==> src/bvs_regs.vh <==
// register map, field layout and voltage decode constants for buck select
// Contract
// RULE1 - top bit chooses external adjust; when low the 6-bit code sets output
// RULE2 - each control register is 8 bits, all read/write, bit 6 unused
// RULE3 - second regulator control register lives at address 0x0f, protected
// RULE4 - codes 0 to 23 decode from 0.900 V upward in 25 mV steps
// RULE5 - codes 24-52 step 50 mV, 53-56 step 100 mV, above 56 hold 3.300 V
// RULE6 - protected writes without a valid unlock are ignored by the device
`ifndef BVS_REGS_VH
`define BVS_REGS_VH

// register addresses
`define BVS_ADDR_ONE 8'h0e
`define BVS_ADDR_TWO 8'h0f

// field layout
`define BVS_EXT_BIT 7
`define BVS_SPARE_BIT 6
`define BVS_CODE_MSB 5
`define BVS_CODE_LSB 0

// decode breakpoints, in code units
`define BVS_SEG2_CODE 6'h18
`define BVS_SEG3_CODE 6'h35
`define BVS_SAT_CODE 6'h38

// decode base values and steps, in millivolts
`define BVS_SEG1_BASE_MV 12'h384
`define BVS_SEG1_STEP_MV 12'h019
`define BVS_SEG2_BASE_MV 12'h5dc
`define BVS_SEG2_STEP_MV 12'h032
`define BVS_SEG3_BASE_MV 12'hbb8
`define BVS_SEG3_STEP_MV 12'h064
`define BVS_SAT_MV 12'hce4

// neutral values for read data and cleared state
`define BVS_ZERO_BYTE 8'h00
`define BVS_ZERO_MV 12'h000

`endif

==> src/bvs_vdecode.v <==
// voltage code to millivolt decoder for one buck regulator
`timescale 1ns/1ps
`include "bvs_regs.vh"

module bvs_vdecode (
  code,
  target_mv
);
  input wire [5:0] code;
  output reg [11:0] target_mv;

  reg [11:0] code_w;

  // piecewise table; three linear segments then a flat top
  always @* begin
    code_w = {6'h00, code};
    if (code < `BVS_SEG2_CODE) begin
      target_mv = `BVS_SEG1_BASE_MV + code_w * `BVS_SEG1_STEP_MV; // RULE4
    end else if (code < `BVS_SEG3_CODE) begin
      target_mv = `BVS_SEG2_BASE_MV +
        (code_w - {6'h00, `BVS_SEG2_CODE}) * `BVS_SEG2_STEP_MV; // RULE5
    end else if (code < `BVS_SAT_CODE) begin
      target_mv = `BVS_SEG3_BASE_MV +
        (code_w - {6'h00, `BVS_SEG3_CODE}) * `BVS_SEG3_STEP_MV; // RULE5
    end else begin
      target_mv = `BVS_SAT_MV; // RULE5
    end
  end

endmodule // bvs_vdecode

==> src/bvs_top.v <==
// buck regulator voltage select registers with protected write path
`timescale 1ns/1ps
`include "bvs_regs.vh"

module bvs_top #(
  parameter [7:0] RESET_ONE = 8'h00,
  parameter [7:0] RESET_TWO = 8'h00
) (
  mclk,
  rstn,
  reg_wr,
  reg_rd,
  reg_addr,
  reg_wdata,
  unlock_valid,
  reg_rdata,
  reg_rvalid,
  wr_ignored,
  buck_one_control,
  buck_two_control,
  buck_one_external_adjust_sel,
  buck_two_external_adjust_sel,
  buck_one_voltage_code,
  buck_two_voltage_code,
  buck_one_target_mv,
  buck_two_target_mv
);
  input wire mclk;
  input wire rstn;
  input wire reg_wr;
  input wire reg_rd;
  input wire [7:0] reg_addr;
  input wire [7:0] reg_wdata;
  input wire unlock_valid;
  output reg [7:0] reg_rdata;
  output reg reg_rvalid;
  output reg wr_ignored;
  output wire [7:0] buck_one_control;
  output wire [7:0] buck_two_control;
  output wire buck_one_external_adjust_sel;
  output wire buck_two_external_adjust_sel;
  output wire [5:0] buck_one_voltage_code;
  output wire [5:0] buck_two_voltage_code;
  output wire [11:0] buck_one_target_mv;
  output wire [11:0] buck_two_target_mv;

  reg [7:0] ctrl_r [0:1];
  reg [11:0] mv_r [0:1];
  wire [11:0] dec_mv [0:1];
  wire hit_one;
  wire hit_two;
  wire hit_any;

  // address decode; both control registers are protected locations
  assign hit_one = (reg_addr == `BVS_ADDR_ONE);
  assign hit_two = (reg_addr == `BVS_ADDR_TWO); // RULE3
  assign hit_any = hit_one | hit_two;

  // per regulator storage, decode and target hold
  genvar g;
  generate
    for (g = 0; g < 2; g = g + 1) begin : reg_ch
      wire sel;
      assign sel = (g == 0) ? hit_one : hit_two;

      // full byte stored; spare bit 6 kept, seen only on the control outputs and read data
      always @(posedge mclk or negedge rstn) begin
        if (!rstn) begin
          ctrl_r[g] <= (g == 0) ? RESET_ONE : RESET_TWO;
        end else if (reg_wr && sel && unlock_valid) begin
          ctrl_r[g] <= reg_wdata; // RULE2 RULE6
        end
      end

      bvs_vdecode u_dec (
        .code(ctrl_r[g][`BVS_CODE_MSB:`BVS_CODE_LSB]),
        .target_mv(dec_mv[g])
      );

      // external adjust freezes no state but the code no longer regulates,
      // so the target reads zero to show the pin owns the output
      always @(posedge mclk or negedge rstn) begin
        if (!rstn) begin
          mv_r[g] <= `BVS_ZERO_MV;
        end else if (ctrl_r[g][`BVS_EXT_BIT]) begin
          mv_r[g] <= `BVS_ZERO_MV; // RULE1
        end else begin
          mv_r[g] <= dec_mv[g]; // RULE1
        end
      end
    end
  endgenerate

  // read path is registered, one cycle after the strobe; unmapped reads zero
  always @(posedge mclk or negedge rstn) begin
    if (!rstn) begin
      reg_rdata <= `BVS_ZERO_BYTE;
      reg_rvalid <= 1'b0;
    end else begin
      reg_rvalid <= reg_rd;
      if (reg_rd && hit_one) begin
        reg_rdata <= ctrl_r[0]; // RULE2
      end else if (reg_rd && hit_two) begin
        reg_rdata <= ctrl_r[1]; // RULE2
      end else if (reg_rd) begin
        reg_rdata <= `BVS_ZERO_BYTE;
      end
    end
  end

  // one-cycle flag when a protected write is dropped for lack of unlock
  always @(posedge mclk or negedge rstn) begin
    if (!rstn) begin
      wr_ignored <= 1'b0;
    end else begin
      wr_ignored <= reg_wr & hit_any & ~unlock_valid; // RULE6
    end
  end

  assign buck_one_control = ctrl_r[0];
  assign buck_two_control = ctrl_r[1];
  assign buck_one_external_adjust_sel = ctrl_r[0][`BVS_EXT_BIT]; // RULE1
  assign buck_two_external_adjust_sel = ctrl_r[1][`BVS_EXT_BIT]; // RULE1
  assign buck_one_voltage_code = ctrl_r[0][`BVS_CODE_MSB:`BVS_CODE_LSB];
  assign buck_two_voltage_code = ctrl_r[1][`BVS_CODE_MSB:`BVS_CODE_LSB];
  assign buck_one_target_mv = mv_r[0];
  assign buck_two_target_mv = mv_r[1];

endmodule // bvs_top

==> config.mk <==
export PLATFORM = sky130hd
export DESIGN_NAME = bvs_top
export DESIGN_NICKNAME = d
export VERILOG_FILES = /design/src/bvs_vdecode.v /design/src/bvs_top.v
export VERILOG_INCLUDE_DIRS = /design/src
export SDC_FILE = /design/constraint.sdc
export NUM_CORES = 1
export LEC_CHECK = 0
export ABC_AREA = 0
export BUFFER_PORTS_ARGS = -buffer_cell sky130_fd_sc_hd__buf_2
export CAP_MARGIN = 20
export CORE_ASPECT_RATIO = 1.5
export CORE_MARGIN = 1.5
export CORE_UTILIZATION = 35
export DETAILED_ROUTE_END_ITERATION = 7
export PLACE_DENSITY_LB_ADDON = 0.2
export SYNTH_ARGS = -nofsm -noshare
export SYNTH_HDL_FRONTEND = slang
export SYNTH_SLANG_ARGS = --single-unit
==> constraint.sdc <==
create_clock -name mclk -period 5 [get_ports mclk]
set_clock_uncertainty 0.1 [all_clocks]
set_input_delay 1 -clock mclk [delete_from_list [all_inputs] [get_ports mclk]]
set_output_delay 1 -clock mclk [all_outputs]
set_load 0.05 [all_outputs]
After elaboration in Yosys (flattened, before gate mapping)
Index checks and enable logic that the tools add are counted.
- bits in registers: 50
- input bits: 21
- word-level logic and storage cells: 53
- add/sub/neg operators: 10
- multiply operators: 6
- magnitude comparators: 6
- eq/ne operators: 2
- multiplexer cells: 11
- bitwise operators: 4
- reduce and logical (&&, ||, !) cells: 7
- operator list (operator ; number):
    $mux 12 ; 8
    $add 10x11->12 const A ; 2
    $add 11x12->12 const A ; 2
    $add 12x12->12 const A ; 2
    $lt 6x6->1 const B ; 4
    $mul 12x5->10 const B ; 2
    $mul 12x5->11 const B ; 2
    $mux 8 ; 3
    $mul 6x5->11 const B ; 2
    $eq 8x4->1 const B ; 2
    $sub 6x5->7 const B ; 2
    $sub 6x6->7 const B ; 2
    $lt 6x5->1 const B ; 2
    $logic_and 1x1->1 ; 6
    $reduce_bool 3->1 ; 1
    $and 1x1->1 ; 2
    $not 1->1 ; 1
    $or 1x1->1 ; 1

Depth between registers and ports, before layout
- depth after elaboration: 7
- depth in mapped cells: 17

Hierarchy
Synthesis repeated with hierarchy kept, for this count alone.
- cells, all modules: 686
- area, all modules: 6517.5 µm²
- by module, submodules not included (module ; instances ; cells an instance ; area an instance (µm²)):
    bvs_vdecode (reg_ch[1].u_dec) ; 1 ; 269 ; 2274.7
    bvs_vdecode (reg_ch[0].u_dec) ; 1 ; 267 ; 2263.4
    bvs_top ; 1 ; 150 ; 1979.4

Worst setup path before layout
OpenSTA, ideal clock, no wires.
- path kind: flip-flop to flip-flop
- start point: register ctrl_r, in the netlist buck_two_control[0]
- end point: register mv_r, in the netlist buck_two_target_mv[10]
- library setup time: 0.077 ns
- data arrival time: 4.222 ns
- data required time: 4.823 ns
- slack: 0.601 ns
- stages on the path, launching flop included: 15
- cells stage by stage: dfrtp_1 -> inv_1 -> ha_1 -> xnor2_1 -> ha_1 -> ha_1 -> fa_1 -> ha_1 -> nor2b_1 -> o21ai_0 -> a21boi_0 -> or2_2 -> xnor2_1 -> a221o_1 -> o21ai_1
- word-level cells in the longest chain between the ends: 7
- ends and longest elaborated chain (what ; RTL line ; source):
    start, declared ; bvs_top.v:47 ; reg [7:0] ctrl_r [0:1];
    start signal, assigned by index ; bvs_top.v:69 ; ctrl_r[g] <= (g == 0) ? RESET_ONE : RESET_TWO;
    start signal, assigned by index ; bvs_top.v:71 ; ctrl_r[g] <= reg_wdata;
    $sub 6x6->7 ; bvs_vdecode.v:24 ; (code_w - {6'h00, `BVS_SEG3_CODE}) * `BVS_SEG3_STEP_MV;
    $mul 12x5->10 (no line) ; n/a ;
    $add 12x12->12 (no line) ; n/a ;
    $mux 12 ; bvs_vdecode.v:22 ; end else if (code < `BVS_SAT_CODE) begin
    $mux 12 ; bvs_vdecode.v:19 ; end else if (code < `BVS_SEG3_CODE) begin
    $mux 12 (*) ; bvs_vdecode.v:17 ; if (code < `BVS_SEG2_CODE) begin
    $mux 12 (*) ; bvs_top.v:85 ; end else if (ctrl_r[g][`BVS_EXT_BIT]) begin
    end signal, assigned by index ; bvs_top.v:84 ; mv_r[g] <= `BVS_ZERO_MV;
    end signal, assigned by index ; bvs_top.v:86 ; mv_r[g] <= `BVS_ZERO_MV;
    end signal, assigned by index ; bvs_top.v:88 ; mv_r[g] <= dec_mv[g];
    end, declared ; bvs_top.v:48 ; reg [11:0] mv_r [0:1];
Every way passes the cells marked *; elsewhere a longest branch is shown, timed or not.
A chain may end at the register's enable or synchronous reset.

Worst setup path after layout
- start point: register ctrl_r, in the netlist buck_one_control[1]
- end point: register mv_r, in the netlist buck_one_target_mv[11]
The elaborated chain is that of the path after synthesis.

==> impl_metrics.json <==
{
  "yosys-top-cells-count": "ha_1 (137), inv_1 (117), dfrtp_1 (50)",
  "leakage_nw": 3.674,
  "root_buffer": "clkbuf_16",
  "nets": 956,
  "route.detailed.drc": 0,
  "pre_cts_slack_ps": 500.6,
  "tightest_slew_ps": 1019,
  "avgSynthCellArea_um2": 9.133,
  "die_w_um": 113.2,
  "yosys.cell_count.top_type": "ha_1",
  "synth_flop_cell": "dfrtp_1",
  "max_slew_margin_pct": 31.72,
  "fmax_mhz": 223.0,
  "synth_warnings": 0,
  "ctsResizeCount": 0,
  "clock_latency_ps": 300,
  "synth.area.top_cells": "ha_1 (27%), dfrtp_1 (20%), fa_1 (8.2%), inv_1 (6.9%), xnor2_1 (6.0%)",
  "fp.dieArea_mm2": 0.01905,
  "synth_top_cell_by_area": "ha_1",
  "critPathTopFamily": "adder cells",
  "slew_viol_final": 0,
  "synthArstFlopShare_pct": 100.0,
  "crit_arrival_ps": 4570,
  "fin_tns_setup_ps": 0,
  "drtIter0Drc": 159,
  "start_util_pct": 35.68,
  "path_common_cell": "ha_1",
  "outcome": "completed",
  "ioPinCount": 85,
  "fin_util_pct": 40.01,
  "synth_edf_count": 0,
  "fin_ws_ps": 515.0,
  "max_stage_delay_ps": 570,
  "clock-sinks": 50,
  "post_cts_buffers": 0,
  "synth_seq_cells": 50,
  "ys_seq_area_share_pct": 19.63,
  "vdd_drop_max_uv": 216.0,
  "cap_violations": 0,
  "hold_ws_ps": 428.2,
  "dieHeight_um": 168.3,
  "drt-wirelength-per-cell_um": 17.37,
  "cp_max_fo": 10,
  "finalCriticalPeriod_ps": 4485,
  "ys_types": 50,
  "p_per_area_mw_per_mm2": 280.8,
  "min_path_type": "reg2reg",
  "cts_tree": "done",
  "rows": 60,
  "syn_inst": 698,
  "grt_pass1_wl_mm": 27.50,
  "synth_top_area_share_pct": 26.89,
  "clock_path_buffers": 2,
  "gr-total-overflow": 0,
  "slowest_stage": "dfrtp_1",
  "vias": 4997,
  "track_usage_pct": 18.74,
  "start_kind": "register",
  "dp_hpwl_mm": 14.46,
  "critical_path_class": "reg2reg",
  "cp_cell_sequence": "inv_1, ha_1, a21o_1, xnor2_1, ha_1, ha_1, fa_1, ha_1, nor2b_1, o21ai_0, a21boi_0, a211oi_1, xnor2_1, mux2i_1, o22ai_1",
  "globalplace.congestion": 0.8031,
  "grt_start_max_net_pins": 51,
  "drt_pass1_iterations": 4,
  "rsz0062_at_grt": "no",
  "fin_crit_sh_pct": 89.70,
  "hold_violations": 0,
  "drive_gt1_share_pct": 16.17,
  "synth_nets": 882,
  "synth_area_mm2": 0.006375,
  "core_mm2": 0.01787,
  "cp-end-kind": "register",
  "io_buffer_count": 84,
  "viasPerCell": 5.047,
  "cts_buffers": 5,
  "cp.buffers_inverters": 1,
  "grt_pass1_vias": 5177,
  "postCtsHoldBufs": 0,
  "wl_mm": 17.20,
  "n_antenna_cell": 0,
  "htree_levels": 2,
  "cts.clk_slew.worst_paths_ps": 80,
  "setup_viol": 0,
  "cp.required_ps": 5090,
  "syn2layout_area_growth_pct": 12.15,
  "antenna_found_initial": 0,
  "postRouteAntennaNets": 0
}
-- stage by stage --
step / cells / power [mW] / cell area, um2
after floorplan: 698 / 1.387 / 6375
after global placement: 981 / 1.664 / 6988
after detailed placement: 981 / 1.662 / 6988
after CTS: 989 / 2.036 / 7142
after global routing: 990 / 2.175 / 7149
final: 990 / 2.007 / 7149
-- routing by layer --
metal	share of wire (%)	GRT usage (%)	vias up
met4	3.4	6.848	0
met3	2.0	1.800	32
li1	-	-	2486
met1	37	18.98	2392
met5	0	0	-
met2	58	38.47	87
-- logic make-up (layout without fill, tap and decap cells) --
| kind of cell | after synthesis | count (layout) | synth area share (%) |
|---|---|---|---|
| fa+ha+maj | 163 | 163 | 35.05 |
| buf+inv | 146 | 221 | 9.499 |
| flops | 50 | 50 | 19.63 |
| mux | 22 | 22 | 3.651 |
| simple gates | 111 | 111 | 8.577 |
| compound gates | 135 | 135 | 13.72 |
| xor+xnor | 71 | 71 | 9.873 |
-- path summary, 6_finish.rpt --
kind / cells after the start / slack, ps / endpoint / start
max: 15 / 520 / buck_one_target_mv[11] / buck_one_control[1]
min: 2 / 430 / reg_rdata[3] / reg_rdata[3]
max reg2reg: 15 / 520 / buck_one_target_mv[11] / buck_one_control[1]
min reg2reg: 2 / 430 / reg_rdata[3] / reg_rdata[3]
max in group asynchronous: 2 / 3610 / reg_rvalid / rstn
min in group asynchronous: 2 / 720 / buck_one_control[7] / rstn
-- power by group --
| part | internal [mW] | switching [mW] |
|---|---|---|
| clock network | 0.191 | 0.172 |
| logic | 0.465 | 0.716 |
| registers | 0.441 | 0.0209 |
| total | 1.10 | 0.909 |
-- area by class of cell --
type | instances | area, um2
Fill cell | 1886 | 10720
Multi-Input combinational cell | 502 | 4523
Sequential cell | 50 | 1251
Timing Repair Buffer | 96 | 510.5
Inverter | 117 | 439.2
Tap cell | 217 | 271.5
Clock buffer | 5 | 125.1
Clock inverter | 3 | 28.78
-- flip-flops by register name (all words and copies together), names as in the netlist --
register,count
buck_one_target_mv,12
reg_rvalid,1
reg_rdata,8
buck_one_control,8
buck_two_control,8
wr_ignored,1
buck_two_target_mv,12
-- tightest hold or removal path, stage by stage (launching register included) --
cell and delay, ps:
dfrtp_1 380, inv_1 50, o22ai_1 60
-- cell usage in the layout (no fill, tap or decap), types with 14 or more instances in the layout --
master | Yosys | final
inv_1 | 117 | 117
a21oi_1 | 41 | 41
buf_2 | 1 | 84
ha_1 | 137 | 137
nand2_1 | 27 | 27
o21ai_0 | 19 | 19
dfrtp_1 | 50 | 50
a211oi_1 | 14 | 14
xnor2_1 | 44 | 44
nor2_1 | 32 | 32
fa_1 | 26 | 26
xor2_1 | 26 | 26
Note: power is estimated with default switching activity, not from simulation.
